<file path="config.mk">
export PLATFORM = sky130hd
export DESIGN_NAME = ecm_unit
export DESIGN_NICKNAME = d
export VERILOG_FILES = /design/src/ecm_pkg.sv /design/src/ecm_cap_presc.sv /design/src/ecm_unit.sv
export SDC_FILE = /design/constraint.sdc
export NUM_CORES = 1
export LEC_CHECK = 0
export BUFFER_PORTS_ARGS = -buffer_cell sky130_fd_sc_hd__buf_2
export CAP_MARGIN = 20
export CELL_PAD_IN_SITES_DETAIL_PLACEMENT = 1
export CELL_PAD_IN_SITES_GLOBAL_PLACEMENT = 2
export CORE_ASPECT_RATIO = 2
export CORE_MARGIN = 5
export CORE_UTILIZATION = 34
export DETAILED_ROUTE_END_ITERATION = 7
export GPL_ROUTABILITY_DRIVEN = 0
export PLACE_DENSITY = 0.89
export SYNTH_ARGS = -nofsm -noshare
export SYNTH_HDL_FRONTEND = slang
export SYNTH_HIERARCHICAL = 1
export SYNTH_SLANG_ARGS = --single-unit
</file>
<file path="constraint.sdc">
create_clock -name aclk -period 3.12 [get_ports aclk]
set_input_delay 0.312 -clock aclk [delete_from_list [all_inputs] [get_ports aclk]]
set_output_delay 0.312 -clock aclk [all_outputs]
set_load 0.02 [all_outputs]
</file>
<file path="src/ecm_pkg.sv">
// Purpose: shared constants and types of the capture/compare/pwm mode-select unit
// Assumes: 32-bit axi4-lite register bus, word-aligned registers
// Notes: register offsets are byte addresses
`default_nettype none
package ecm_pkg;
	// register byte offsets
	localparam logic [7:0] OFF_CTRL = 8'h00;
	localparam logic [7:0] OFF_DUTY_HI = 8'h04;
	localparam logic [7:0] OFF_COMPARE = 8'h08;
	localparam logic [7:0] OFF_CAPTURE = 8'h0C;
	localparam logic [7:0] OFF_STATUS = 8'h10;
	localparam logic [7:0] OFF_MASK = 8'h14;
	localparam int ADDR_W = 8;
	// field positions inside the control register
	localparam int CTRL_MODE_LSB = 0;
	localparam int CTRL_DC_LSB = 4;
	localparam int CTRL_CFG_LSB = 6;
	localparam int CTRL_W = 8;
	// reset values
	localparam logic [7:0] CTRL_RST = 8'h00;
	localparam logic [7:0] DUTY_HI_RST = 8'h00;
	localparam logic [15:0] COMPARE_RST = 16'hFFFF;
	// mode codes
	localparam logic [3:0] MODE_OFF = 4'h0;
	localparam logic [3:0] MODE_CMP_TOGGLE = 4'h2;
	localparam logic [3:0] MODE_CAP_FALL = 4'h4;
	localparam logic [3:0] MODE_CAP_RISE = 4'h5;
	localparam logic [3:0] MODE_CAP_RISE4 = 4'h6;
	localparam logic [3:0] MODE_CAP_RISE16 = 4'h7;
	localparam logic [3:0] MODE_CMP_SET = 4'h8;
	localparam logic [3:0] MODE_CMP_CLR = 4'h9;
	localparam logic [3:0] MODE_CMP_SOFT = 4'hA;
	localparam logic [3:0] MODE_CMP_SPECIAL = 4'hB;
	localparam logic [1:0] MODE_PWM_TOP = 2'h3;
	// output configuration codes in pwm mode
	localparam logic [1:0] CFG_SINGLE = 2'h0;
	localparam logic [1:0] CFG_FULL_FWD = 2'h1;
	localparam logic [1:0] CFG_HALF = 2'h2;
	localparam logic [1:0] CFG_FULL_REV = 2'h3;
	// prescaler terminal counts
	localparam logic [3:0] PRESC_4_LAST = 4'h3;
	localparam logic [3:0] PRESC_16_LAST = 4'hF;
	// axi responses
	localparam logic [1:0] RESP_OKAY = 2'h0;
	localparam logic [1:0] RESP_SLVERR = 2'h2;
	// clock
	localparam int CLK_PERIOD_NS = 100;

	typedef struct packed {
		logic [1:0] output_config_select;
		logic [1:0] pwm_duty_low_bits;
		logic [3:0] unit_mode_select;
	} ecm_ctrl_t;

	typedef struct packed {
		logic d;
		logic c;
		logic b;
		logic a;
	} ecm_pins_t;
endpackage
`default_nettype wire

</file>
<file path="src/ecm_cap_presc.sv">
// Purpose: qualifies capture edges by mode, with rising-edge prescaler
// Assumes: edge inputs are one-cycle pulses in the aclk domain
// Notes: counter restarts on clear
`timescale 1ns/100ps
`default_nettype none
module ecm_cap_presc
(
	input wire logic aclk, // clock
	input wire logic aresetn, // sync reset, active low
	input wire logic clear, // restart prescaler
	input wire logic [3:0] mode, // unit mode select
	input wire logic edge_rise, // rising edge pulse
	input wire logic edge_fall, // falling edge pulse
	output logic cap_event // qualifying capture pulse
);
	logic [3:0] cnt_r;

	always_ff @(posedge aclk)
	begin
		if (!aresetn || clear)
			cnt_r <= 4'h0;
		else if (edge_rise)
			cnt_r <= cnt_r + 4'h1;
	end

	always_comb
	begin
		unique case (mode)
			ecm_pkg::MODE_CAP_FALL: cap_event = edge_fall;
			ecm_pkg::MODE_CAP_RISE: cap_event = edge_rise;
			ecm_pkg::MODE_CAP_RISE4:
				cap_event = edge_rise && (cnt_r[1:0] == ecm_pkg::PRESC_4_LAST[1:0]);
			ecm_pkg::MODE_CAP_RISE16:
				cap_event = edge_rise && (cnt_r == ecm_pkg::PRESC_16_LAST);
			default: cap_event = 1'b0;
		endcase
	end
endmodule
`default_nettype wire

</file>
<file path="src/ecm_unit.sv">
// Purpose: mode decode, capture, compare and bridge pwm outputs with axi4-lite registers
// Assumes: timer value and pin inputs synchronous to aclk
// Notes: output enables are low while a pin is driven
//
// The address map and register access over AXI4-Lite were chosen for this implementation.
`timescale 1ns/100ps
`default_nettype none
module ecm_unit
(
	input wire logic aclk, // clock, 10 MHz
	input wire logic aresetn, // sync reset, active low
	input wire logic [7:0] s_axi_awaddr, // write address
	input wire logic s_axi_awvalid, // write address valid
	output logic s_axi_awready, // write address ready
	input wire logic [31:0] s_axi_wdata, // write data
	input wire logic [3:0] s_axi_wstrb, // write strobes
	input wire logic s_axi_wvalid, // write data valid
	output logic s_axi_wready, // write data ready
	output logic [1:0] s_axi_bresp, // write response
	output logic s_axi_bvalid, // write response valid
	input wire logic s_axi_bready, // write response ready
	input wire logic [7:0] s_axi_araddr, // read address
	input wire logic s_axi_arvalid, // read address valid
	output logic s_axi_arready, // read address ready
	output logic [31:0] s_axi_rdata, // read data
	output logic [1:0] s_axi_rresp, // read response
	output logic s_axi_rvalid, // read data valid
	input wire logic s_axi_rready, // read data ready
	input wire logic [15:0] tmr_val, // time base count
	input wire logic pin_a_i, // bridge pin a level, capture input
	output ecm_pkg::ecm_pins_t pin_o, // bridge pin levels
	output ecm_pkg::ecm_pins_t pin_oe_n, // bridge pin enables, low drives
	output logic tmr_reset, // timer reset pulse
	output logic irq // interrupt level
);
	ecm_pkg::ecm_ctrl_t ctrl_r;
	logic [7:0] duty_hi_r;
	logic [15:0] cmp_r;
	logic [15:0] cap_r;
	logic status_r;
	logic mask_r;
	logic [3:0] mode_prev_r;
	logic match_d_r;
	logic pin_a_d_r;
	logic cmp_pin_r;
	logic pwm_d_r;
	logic [31:0] rdata_nxt;
	logic rd_ok;
	logic wr_ok;
	logic wr_go;
	logic rd_go;
	logic [3:0] mode;
	logic mode_entry;
	logic match_p;
	logic cap_event;
	logic cmp_event;
	logic evt;
	logic [9:0] duty10;
	logic pwm_m;
	logic pwm_mode;
	ecm_pkg::ecm_pins_t act;
	ecm_pkg::ecm_pins_t pin_nxt;
	ecm_pkg::ecm_pins_t oe_n_nxt;

	assign mode = ctrl_r.unit_mode_select;
	assign mode_entry = (mode != mode_prev_r);
	assign pwm_mode = (mode[3:2] == ecm_pkg::MODE_PWM_TOP);
	assign match_p = (tmr_val == cmp_r) && !match_d_r;

	////////////////////////////////////////////////////////////////////////////
	// register bus
	assign wr_go = s_axi_awvalid && s_axi_wvalid && !s_axi_awready && !s_axi_bvalid;
	assign rd_go = s_axi_arvalid && !s_axi_arready && !s_axi_rvalid;

	always_comb
	begin
		wr_ok = 1'b1;
		unique case (s_axi_awaddr)
			ecm_pkg::OFF_CTRL, ecm_pkg::OFF_DUTY_HI, ecm_pkg::OFF_COMPARE,
			ecm_pkg::OFF_CAPTURE, ecm_pkg::OFF_STATUS, ecm_pkg::OFF_MASK: wr_ok = 1'b1;
			default: wr_ok = 1'b0;
		endcase
	end

	always_comb
	begin
		rd_ok = 1'b1;
		rdata_nxt = 32'h0000_0000;
		unique case (s_axi_araddr)
			ecm_pkg::OFF_CTRL: rdata_nxt[7:0] = ctrl_r;
			ecm_pkg::OFF_DUTY_HI: rdata_nxt[7:0] = duty_hi_r;
			ecm_pkg::OFF_COMPARE: rdata_nxt[15:0] = cmp_r;
			ecm_pkg::OFF_CAPTURE: rdata_nxt[15:0] = cap_r;
			ecm_pkg::OFF_STATUS: rdata_nxt[0] = status_r;
			ecm_pkg::OFF_MASK: rdata_nxt[0] = mask_r;
			default: rd_ok = 1'b0;
		endcase
	end

	always_ff @(posedge aclk)
	begin
		if (!aresetn)
		begin
			s_axi_awready <= 1'b0;
			s_axi_wready <= 1'b0;
			s_axi_bvalid <= 1'b0;
			s_axi_bresp <= ecm_pkg::RESP_OKAY;
		end
		else
		begin
			s_axi_awready <= wr_go;
			s_axi_wready <= wr_go;
			if (wr_go)
			begin
				s_axi_bvalid <= 1'b1;
				s_axi_bresp <= wr_ok ? ecm_pkg::RESP_OKAY : ecm_pkg::RESP_SLVERR;
			end
			else if (s_axi_bready)
				s_axi_bvalid <= 1'b0;
		end
	end

	always_ff @(posedge aclk)
	begin
		if (!aresetn)
		begin
			s_axi_arready <= 1'b0;
			s_axi_rvalid <= 1'b0;
			s_axi_rdata <= 32'h0000_0000;
			s_axi_rresp <= ecm_pkg::RESP_OKAY;
		end
		else
		begin
			s_axi_arready <= rd_go;
			if (rd_go)
			begin
				s_axi_rvalid <= 1'b1;
				s_axi_rdata <= rdata_nxt;
				s_axi_rresp <= rd_ok ? ecm_pkg::RESP_OKAY : ecm_pkg::RESP_SLVERR;
			end
			else if (s_axi_rready)
				s_axi_rvalid <= 1'b0;
		end
	end

	// software-written registers
	always_ff @(posedge aclk)
	begin
		if (!aresetn)
		begin
			ctrl_r <= ecm_pkg::CTRL_RST;
			duty_hi_r <= ecm_pkg::DUTY_HI_RST;
			cmp_r <= ecm_pkg::COMPARE_RST;
			mask_r <= 1'b0;
		end
		else if (wr_go && s_axi_wstrb[0])
		begin
			unique case (s_axi_awaddr)
				ecm_pkg::OFF_CTRL: ctrl_r <= s_axi_wdata[7:0];
				ecm_pkg::OFF_DUTY_HI: duty_hi_r <= s_axi_wdata[7:0];
				ecm_pkg::OFF_COMPARE: cmp_r[7:0] <= s_axi_wdata[7:0];
				ecm_pkg::OFF_MASK: mask_r <= s_axi_wdata[0];
				default: ;
			endcase
			if (s_axi_awaddr == ecm_pkg::OFF_COMPARE && s_axi_wstrb[1])
				cmp_r[15:8] <= s_axi_wdata[15:8];
		end
		else if (wr_go && s_axi_wstrb[1] && s_axi_awaddr == ecm_pkg::OFF_COMPARE)
			cmp_r[15:8] <= s_axi_wdata[15:8];
	end

	////////////////////////////////////////////////////////////////////////////
	// events, status and interrupt
	assign cmp_event = match_p && (mode == ecm_pkg::MODE_CMP_TOGGLE || mode[3:2] == 2'h2);
	assign evt = cmp_event || cap_event;

	always_ff @(posedge aclk)
	begin
		if (!aresetn)
			status_r <= 1'b0;
		else if (evt)
			status_r <= 1'b1;
		else if (rd_go && s_axi_araddr == ecm_pkg::OFF_STATUS)
			status_r <= 1'b0;
	end

	always_ff @(posedge aclk)
	begin
		if (!aresetn)
			irq <= 1'b0;
		else
			irq <= status_r && mask_r;
	end

	////////////////////////////////////////////////////////////////////////////
	// capture path
	ecm_cap_presc u_presc
	(
		.aclk(aclk),
		.aresetn(aresetn),
		.clear(mode_entry),
		.mode(mode),
		.edge_rise(pin_a_i && !pin_a_d_r),
		.edge_fall(!pin_a_i && pin_a_d_r),
		.cap_event(cap_event)
	);

	always_ff @(posedge aclk)
	begin
		if (!aresetn)
		begin
			mode_prev_r <= ecm_pkg::MODE_OFF;
			match_d_r <= 1'b0;
			pin_a_d_r <= 1'b0;
		end
		else
		begin
			mode_prev_r <= mode;
			match_d_r <= (tmr_val == cmp_r);
			pin_a_d_r <= pin_a_i;
		end
	end

	always_ff @(posedge aclk)
	begin
		if (!aresetn || mode == ecm_pkg::MODE_OFF)
			cap_r <= 16'h0000;
		else if (cap_event)
			cap_r <= tmr_val;
	end

	////////////////////////////////////////////////////////////////////////////
	// compare path
	always_ff @(posedge aclk)
	begin
		if (!aresetn || mode == ecm_pkg::MODE_OFF)
			cmp_pin_r <= 1'b0;
		else if (mode_entry && mode == ecm_pkg::MODE_CMP_CLR)
			cmp_pin_r <= 1'b1;
		else if (mode_entry && mode == ecm_pkg::MODE_CMP_SET)
			cmp_pin_r <= 1'b0;
		else if (match_p && mode == ecm_pkg::MODE_CMP_CLR)
			cmp_pin_r <= 1'b0;
		else if (match_p && mode == ecm_pkg::MODE_CMP_SET)
			cmp_pin_r <= 1'b1;
		else if (match_p && mode == ecm_pkg::MODE_CMP_TOGGLE)
			cmp_pin_r <= !cmp_pin_r;
	end

	// special event resets the timer and sets the event flag, no conversion start
	always_ff @(posedge aclk)
	begin
		if (!aresetn)
			tmr_reset <= 1'b0;
		else
			tmr_reset <= match_p && mode == ecm_pkg::MODE_CMP_SPECIAL;
	end

	////////////////////////////////////////////////////////////////////////////
	// pwm and pin steering
	assign duty10 = {duty_hi_r, ctrl_r.pwm_duty_low_bits};
	assign pwm_m = (tmr_val[9:0] < duty10);

	always_ff @(posedge aclk)
	begin
		if (!aresetn)
			pwm_d_r <= 1'b0;
		else
			pwm_d_r <= pwm_m;
	end

	always_comb
	begin
		act = 4'h0;
		oe_n_nxt = 4'hF;
		unique case (ctrl_r.output_config_select)
			ecm_pkg::CFG_SINGLE:
			begin
				act = {4{pwm_m}};
				oe_n_nxt = 4'h0;
			end
			ecm_pkg::CFG_HALF:
			begin
				act.a = pwm_m && pwm_d_r;
				act.b = !pwm_m && !pwm_d_r;
				oe_n_nxt = 4'hC;
			end
			ecm_pkg::CFG_FULL_FWD:
			begin
				act.d = pwm_m;
				act.a = 1'b1;
				oe_n_nxt = 4'h0;
			end
			ecm_pkg::CFG_FULL_REV:
			begin
				act.b = pwm_m;
				act.c = 1'b1;
				oe_n_nxt = 4'h0;
			end
		endcase
		pin_nxt.a = act.a ^ mode[1];
		pin_nxt.c = act.c ^ mode[1];
		pin_nxt.b = act.b ^ mode[0];
		pin_nxt.d = act.d ^ mode[0];
		if (!pwm_mode)
		begin
			pin_nxt = {3'h0, cmp_pin_r};
			oe_n_nxt = 4'hF;
			if (mode == ecm_pkg::MODE_CMP_TOGGLE || mode == ecm_pkg::MODE_CMP_SET
				|| mode == ecm_pkg::MODE_CMP_CLR)
				oe_n_nxt.a = 1'b0;
		end
	end

	always_ff @(posedge aclk)
	begin
		if (!aresetn)
		begin
			pin_o <= 4'h0;
			pin_oe_n <= 4'hF;
		end
		else
		begin
			pin_o <= pin_nxt;
			pin_oe_n <= oe_n_nxt;
		end
	end

	////////////////////////////////////////////////////////////////////////////
	// checks
	a_special_reset: assert property (@(posedge aclk) disable iff (!aresetn)
		tmr_reset |-> $past(mode) == ecm_pkg::MODE_CMP_SPECIAL && status_r)
		else $error("timer reset without special event");
	a_soft_undriven: assert property (@(posedge aclk) disable iff (!aresetn)
		mode == ecm_pkg::MODE_CMP_SOFT && match_p |=> pin_oe_n.a && status_r)
		else $error("soft compare drove pin or lost flag");
	a_entry_high: assert property (@(posedge aclk) disable iff (!aresetn)
		mode_entry && mode == ecm_pkg::MODE_CMP_CLR |=> ##1 pin_o.a && !pin_oe_n.a)
		else $error("pin not high on entry");
	a_entry_low: assert property (@(posedge aclk) disable iff (!aresetn)
		mode_entry && mode == ecm_pkg::MODE_CMP_SET |=> ##1 !pin_o.a)
		else $error("pin not low on entry");
	a_toggle_pin: assert property (@(posedge aclk) disable iff (!aresetn)
		mode == ecm_pkg::MODE_CMP_TOGGLE && !mode_entry && match_p
		|=> cmp_pin_r != $past(cmp_pin_r))
		else $error("pin not toggled on match");
	a_capture_value: assert property (@(posedge aclk) disable iff (!aresetn)
		cap_event && mode != ecm_pkg::MODE_OFF |=> cap_r == $past(tmr_val) && status_r)
		else $error("capture value or flag wrong");
	a_off_reset: assert property (@(posedge aclk) disable iff (!aresetn)
		mode == ecm_pkg::MODE_OFF |=> cap_r == 16'h0000 && !cmp_pin_r)
		else $error("disabled unit kept state");
	a_half_ports: assert property (@(posedge aclk) disable iff (!aresetn)
		pwm_mode && ctrl_r.output_config_select == ecm_pkg::CFG_HALF
		|=> pin_oe_n == 4'hC)
		else $error("half bridge enables wrong");
	a_pwm_polarity: assert property (@(posedge aclk) disable iff (!aresetn)
		pwm_mode && ctrl_r.output_config_select == ecm_pkg::CFG_FULL_FWD
		|=> pin_o.a == !$past(mode[1]))
		else $error("active level of pin a wrong");
	a_irq_level: assert property (@(posedge aclk) disable iff (!aresetn)
		irq == $past(status_r && mask_r))
		else $error("interrupt level mismatch");
endmodule
`default_nettype wire

</file>
==> results.sh, run 1 <==
export IMPL_synth_warnings=6
export IMPL_die_w_um=92.51
export IMPL_finalPower_w=0.002566
export IMPL_syn_area_um2=4629
export IMPL_clockPowerShare_pct=44.3
export IMPL_cts_root_buf="clkbuf_16"
export IMPL_setup_tns_final_ns=0
export IMPL_required_ns=3.36
export IMPL_p_sw_w=0.0006152
export IMPL_fp_coreArea_um2=13440
export IMPL_gr_total_overflow=0
export IMPL_power_frac_seq_pct=47.0
export IMPL_cts_tree="done"
export IMPL_fin_nets=655
export IMPL_crit_slowest_cell="a211oi_4"
export IMPL_layout_drive_gt1_share_pct=24.04
export IMPL_finalSetupViolCount=0
export IMPL_first_global_vias=4163
export IMPL_seq_area_um2=1862
export IMPL_hold_buffers=0
export IMPL_hold_path_class="in2reg"
export IMPL_fin_ws_ns=0.8627
export IMPL_route_antenna_remaining_nets=0
export IMPL_dp_hpwl_um=10510
export IMPL_port_buffer_count=90
export IMPL_synth_edf_count=0
export IMPL_via_per_inst=5.200
export IMPL_synthCells=486
export IMPL_worstPathCellList="inv_1, ha_1, a21o_1, a21oi_2, o221ai_2, a211oi_4, a22oi_1, a31oi_1"
export IMPL_rows=60
export IMPL_htree_levels=3
export IMPL_grt_pass1_wl_um=21330
export IMPL_drt_total_wl_um=13470
export IMPL_crit_fanout=9
export IMPL_start_util_pct=34.45
export IMPL_async_reset_ff_share_pct=0
export IMPL_maxCapViolCount=0
export IMPL_antenna_cells=0
export IMPL_syn_avg_cell_area_um2=9.526
export IMPL_arrival_ns=2.49
export IMPL_slew_headroom_pct=41.38
export IMPL_n_fill_cell=1597
export IMPL_dieArea_um2=16190
export IMPL_drt_iter0_drc=95
export IMPL_vias=3770
export IMPL_post_drt_wl_per_cell_um=18.58
export IMPL_synth_cell_types=55
export IMPL_ys_flop_type="dfxtp_1"
export IMPL_synthDominantCellAreaShare_pct=40.22
export IMPL_yosys_area_top_type="dfxtp_1"
export IMPL_multiInputGateArea_um2=2529
export IMPL_seq_area_frac_synth_pct=40.22
export IMPL_power_density_nw_per_um2=472.1
export IMPL_tightest_slew_ns=0.8793
export IMPL_dpl_worst_slack_ns=0.7492
export IMPL_start_kind="register"
export IMPL_antenna_found_initial=0
export IMPL_cts_setup_buffers=0
export IMPL_post_cts_resized=0
export IMPL_rrSetupSlack_ns=0.86
export IMPL_fmax_mhz=443.0
export IMPL_cts_sinks=93
export IMPL_end_kind="register"
export IMPL_period_minus_slack_ns=2.257
export IMPL_firstDrtPassIters=4
export IMPL_fin_skew_ns=0.006675
export IMPL_swShare_pct=23.97
export IMPL_pin_count=127
export IMPL_total_leakage_power_nw=2.289
export IMPL_critical_path_max_stage_delay_ns=0.50
export IMPL_syn2layout_area_growth_pct=17.41
export IMPL_drv_slew=0
export IMPL_period_share_pct=72.35
export IMPL_grt_max_degree=28
export IMPL_drc=0
export IMPL_clockBufferDepth=2
export IMPL_combinationalPowerShare_pct=8.8
export IMPL_status="finished, final reports clean"
export IMPL_critPathTopFamily="compound AO/OA/AOI/OAI gates"
export IMPL_hold_slack_ns=0.1841
export IMPL_vdd_drop_max_mv=0.2282
export IMPL_gr_usage_all_layers_pct=17.01
export IMPL_dieHeight_um=175.0
export IMPL_ys_seq_elements=93
export IMPL_intPower_w=0.001951
export IMPL_cp_buffers_inverters=1
export IMPL_worstSetupPathType="reg2reg"
export IMPL_clk_latency_ns=0.34
export IMPL_synthTopCellsByArea="dfxtp_1 40%, mux2i_1 13%, nor2b_1 4.5%, xnor2_1 4.4%, ha_1 3.8%"
export IMPL_hold_viol_final=0
export IMPL_numCtsBuffers=9
export IMPL_rsz0062_at_grt="false"
export IMPL_path_clk_slew_ns=0.07
flip-flops by register name (all words and copies together), names as in the netlist, 3 cells and up:
signal and count:
u_presc/cnt_r 4, pin_o 4, mode 4, cmp_r 16
ctrl_r 4, cap_r 16, mode_prev_r 4, s_axi_rdata 16
duty_hi_r 8, pin_oe_n 3
worst register-to-register path, stage by stage, from the launching register on:
cell and delay, ns:
dfxtp_1 0.37, inv_1 0.06, ha_1 0.30, a21o_1 0.18, a21oi_2 0.15, o221ai_2 0.14
a211oi_4 0.50, a22oi_1 0.18, a31oi_1 0.27
per-layer routing:
| metal | vias to the layer above | global-route usage, % | wire (um) | part of all wire [%] |
|---|---|---|---|---|
| li1 | 1786 | - | - | - |
| met4 | 0 | 9.864 | 665 | 4.9 |
| met3 | 38 | 2.844 | 447 | 3.3 |
| met1 | 1857 | 15.39 | 4508 | 33 |
| met2 | 89 | 33.92 | 7852 | 58 |
| met5 | - | 0 | 0 | 0 |
per-stage QoR:
| step | instances | utilization, % | instance area, um^2 |
|---|---|---|---|
| after floorplan | 503 | - | 4693 |
| after global placement | 709 | 38.14 | 5125 |
| after global routing | 725 | 40.45 | 5435 |
| final | 725 | 40.45 | 5435 |
| after CTS | 725 | 40.45 | 5435 |
| after detailed placement | 709 | 38.14 | 5125 |
synthesized netlist by cell type (7+ instances only):
| library cell | n |
|---|---|
| a221oi_1 | 7 |
| inv_1 | 18 |
| o21ai_0 | 15 |
| a22oi_1 | 9 |
| nor2b_1 | 33 |
| nor2_1 | 39 |
| nand4_1 | 10 |
| buf_4 | 22 |
| mux2i_1 | 62 |
| dfxtp_1 | 93 |
| a21oi_1 | 11 |
| mux2_2 | 9 |
| nand2_1 | 34 |
| and2_1 | 11 |
| clkbuf_1 | 10 |
| xnor2_1 | 23 |
| buf_2 | 10 |
| ha_1 | 14 |
worst paths after layout:
check / startpoint / to / cells past startpoint
min: s_axi_wdata[9] / cmp_r[9]$_SDFFE_PN1P_ / 3
max: duty_hi_r[1]$_SDFFE_PN0P_ / pin_o[0]$_SDFF_PN0_ / 8
min reg2reg: s_axi_rdata[3]$_SDFFE_PN0P_ / s_axi_rdata[3]$_SDFFE_PN0P_ / 2
max reg2reg: duty_hi_r[1]$_SDFFE_PN0P_ / pin_o[0]$_SDFF_PN0_ / 8
final cells by class:
| cell class | count | area share, % |
|---|---|---|
| inverters | 18 | 1.243 |
| clock buffers | 11 | 4.650 |
| repair buffers | 93 | 8.702 |
| clock inverters | 5 | 1.059 |
| multi-input cells | 350 | 46.52 |
| flip-flops and latches | 93 | 34.25 |
| well taps | 155 | 3.568 |
layout by cell type (no fill, tap or decap), drive strengths merged, types with 6 or more instances in the layout:
master and instances:
nor2b 33, conb 18, a22oi 9, a221oi 7
dfxtp 93, xnor2 23, a21oi 12, mux2 9
inv 19, nand4 10, and2 12, o21ai 15
ha 14, nor2 40, nand2b 6, buf 93
nand2 36, clkbuf 11, mux2i 62
power groups by stage:
stage / Clock (W) / Sequential [W] / Combinational, W
floorplan: 0 / 0.00124 / 0.000138
global placement: 0 / 0.00123 / 0.000219
detailed placement: 0 / 0.00123 / 0.000225
CTS: 0.00116 / 0.00121 / 0.000227
global route: 0.00121 / 0.00121 / 0.000243
finish: 0.00114 / 0.00121 / 0.000225
cells by family (layout without fill, tap and decap cells):
logic type	Yosys count	in the layout	share of synthesized area, %
other	1	18	0.08100
buffers and inverters	60	127	6.919
xor gates and xnor gates	25	25	4.730
DFF	93	93	40.22
muxes	72	72	16.08
and+or+nand+nor	162	162	19.11
adders and majority gates	14	14	3.784
AOI/OAI and AO/OA	59	59	9.081
Note: power is estimated with default switching activity, not from simulation.
==> inputs of run 2 (changes only) <==
--- a/config.mk
+++ b/config.mk
@@ -11,10 +11,10 @@
 export CELL_PAD_IN_SITES_GLOBAL_PLACEMENT = 2
 export CORE_ASPECT_RATIO = 2
 export CORE_MARGIN = 5
-export CORE_UTILIZATION = 34
+export CORE_UTILIZATION = 31
 export DETAILED_ROUTE_END_ITERATION = 7
 export GPL_ROUTABILITY_DRIVEN = 0
-export PLACE_DENSITY = 0.89
+export PLACE_DENSITY = 0.83
 export SYNTH_ARGS = -nofsm -noshare
 export SYNTH_HDL_FRONTEND = slang
 export SYNTH_HIERARCHICAL = 1
==> constraint.sdc (replaced) <==
create_clock -name aclk -period 2.23 [get_ports aclk]
set_input_delay 0.223 -clock aclk [delete_from_list [all_inputs] [get_ports aclk]]
set_output_delay 0.223 -clock aclk [all_outputs]
set_load 0.02 [all_outputs]
==> run 2 against run 1 <==
Net effect:
- largest cell class unchanged
- final cell count rose by 6.9%
- critical path type unchanged
- flip-flop and latch count did not move
- combinational power rose by 50%
- critical path depth rose by 1
- highest routed layer is now met5
- setup slack got worse by 0.71 ns
- first-iteration DRC count rose by 20%
- non-clock buffer count rose by 10
- register-to-register slack got worse by 0.71 ns
- die area rose by 8.9%
- worst hold slack got worse by 0.085 ns
- sequential share of layout area fell by 0.82 points
- final area rose by 2.5%
==> results.sh, run 2 (synthesis gave the netlist of run 1 again) <==
export IMPL_status="finished, final reports clean"
export IMPL_rows=63
export IMPL_hold_path_class="in2reg"
export IMPL_finalSetupViolCount=0
export IMPL_dieHeight_um=182.8
export IMPL_tightest_slew_ns=0.5466
export IMPL_swShare_pct=25.69
export IMPL_combinationalPowerShare_pct=9.8
export IMPL_pin_count=127
export IMPL_finalPower_w=0.003455
export IMPL_fmax_mhz=482.0
export IMPL_p_sw_w=0.0008874
export IMPL_numCtsBuffers=9
export IMPL_maxCapViolCount=0
export IMPL_worstSetupPathType="reg2reg"
export IMPL_cts_root_buf="clkbuf_16"
export IMPL_dieArea_um2=17630
export IMPL_end_kind="register"
export IMPL_grt_max_degree=28
export IMPL_clk_latency_ns=0.34
export IMPL_port_buffer_count=90
export IMPL_post_drt_wl_per_cell_um=18.27
export IMPL_slew_headroom_pct=63.51
export IMPL_drt_total_wl_um=14160
export IMPL_power_density_nw_per_um2=620.4
export IMPL_dp_hpwl_um=11250
export IMPL_layout_drive_gt1_share_pct=25.00
export IMPL_htree_levels=3
export IMPL_drc=0
export IMPL_drv_slew=0
export IMPL_rr_worst_depth=9
export IMPL_die_w_um=96.41
export IMPL_layout_cells_non_filler=775
export IMPL_start_kind="register"
export IMPL_crit_fanout=9
export IMPL_layout_common_cells="93 x dfxtp_1, 90 x buf_2, 62 x mux2i_1, 39 x nor2_1, 34 x nand2_1"
export IMPL_hold_viol_final=0
export IMPL_antenna_found_initial=1
export IMPL_fp_coreArea_um2=14740
export IMPL_drt_iter0_drc=114
export IMPL_period_minus_slack_ns=2.075
export IMPL_first_global_vias=4163
export IMPL_via_per_inst=4.872
export IMPL_gr_total_overflow=0
export IMPL_antenna_cells=0
export IMPL_fin_util_pct=37.78
export IMPL_route_antenna_remaining_nets=0
export IMPL_path_clk_slew_ns=0.07
export IMPL_start_util_pct=31.41
export IMPL_gr_usage_all_layers_pct=16.44
export IMPL_cts_sinks=93
export IMPL_firstDrtPassIters=4
export IMPL_grt_pass1_wl_um=21890
export IMPL_total_leakage_power_nw=2.310
export IMPL_setup_tns_final_ns=0
export IMPL_cts_tree="done"
export IMPL_power_frac_seq_pct=48.8
export IMPL_clockPowerShare_pct=41.4
export IMPL_arrival_ns=2.35
export IMPL_whs_path_depth=3
export IMPL_vias=3776
export IMPL_reg_top3="cap_r: 16 flops, cmp_r: 16 flops, s_axi_rdata: 16 flops"
export IMPL_syn2layout_area_growth_pct=20.30
export IMPL_required_ns=2.50
export IMPL_intPower_w=0.002568
export IMPL_rsz0062_at_grt="false"
export IMPL_fin_skew_ns=0.008677
export IMPL_clockBufferDepth=2
export IMPL_period_share_pct=93.04
export IMPL_dp_cells=758
export IMPL_fin_nets=665
export IMPL_vdd_drop_max_mv=0.3921
export IMPL_final_common_cell="dfxtp_1"
## run 2: layout make-up
class / instances / area [um^2]
clock buffer: 11 / 232.7
clock inverter: 5 / 37.54
fill: 1741 / 9171
inverter: 18 / 67.56
multi-input combinational: 350 / 2540
sequential: 93 / 1862
tap: 195 / 244.0
timing repair buffer: 103 / 585.6
## run 2: final timing paths
check	from	endpoint	slack [ns]
setup reg to reg	duty_hi_r[1]$_SDFFE_PN0P_	pin_o[1]$_SDFF_PN0_	0.16
hold reg to reg	s_axi_rdata[7]$_SDFFE_PN0P_	s_axi_rdata[7]$_SDFFE_PN0P_	0.45
hold / removal	s_axi_wdata[9]	cmp_r[9]$_SDFFE_PN1P_	0.1
setup / recovery	duty_hi_r[1]$_SDFFE_PN0P_	pin_o[1]$_SDFF_PN0_	0.16
## run 2: worst max-delay path, stage by stage (launching register included)
cell and delay [ns]:
dfxtp_1 0.36, inv_1 0.06, ha_1 0.30, a21o_1 0.14
a21oi_2 0.08, o221ai_4 0.22, a211oi_4 0.10, buf_12 0.15
or4_1 0.50, o211ai_1 0.10
## run 2: power by group through the flow
stage	Sequential [W]	Combinational, W	Clock (W)
6_report	0.00169	0.000337	0.00143
5_1_grt	0.00169	0.000365	0.00153
4_1_cts	0.00169	0.000332	0.00146
3_5_place_dp	0.00172	0.000329	0
3_3_place_gp	0.00172	0.000318	0
2_1_floorplan	0.00174	0.000193	0
## run 2: what timing repair did
item	CTS	global route
hold buffers	0	0
setup buffers	0	1
endpoints found under the setup margin	0	3
gates resized for setup	0	1
## run 2: through the flow
step / hold slack [ns] / area [um^2] / setup WS [ns]
6_report: 0.09918 / 5569 / 0.1551
2_1_floorplan: 0.3447 / 4693 / 0.4310
5_1_grt: 0.1156 / 5569 / 0.03149
3_3_place_gp: 0.4383 / 5268 / 0.1635
3_5_place_dp: 0.4390 / 5268 / 0.07192
4_1_cts: 0.09018 / 5538 / 0.06532
## run 2: layer usage
metal	track usage [%]	vias up	wire, um	share of wire (%)
li1	-	1803	-	-
met1	15.21	1850	4780	34
met2	31.76	84	8190	58
met3	2.340	37	419	3.0
met4	10.46	2	754	5.3
met5	0	-	13	0.092
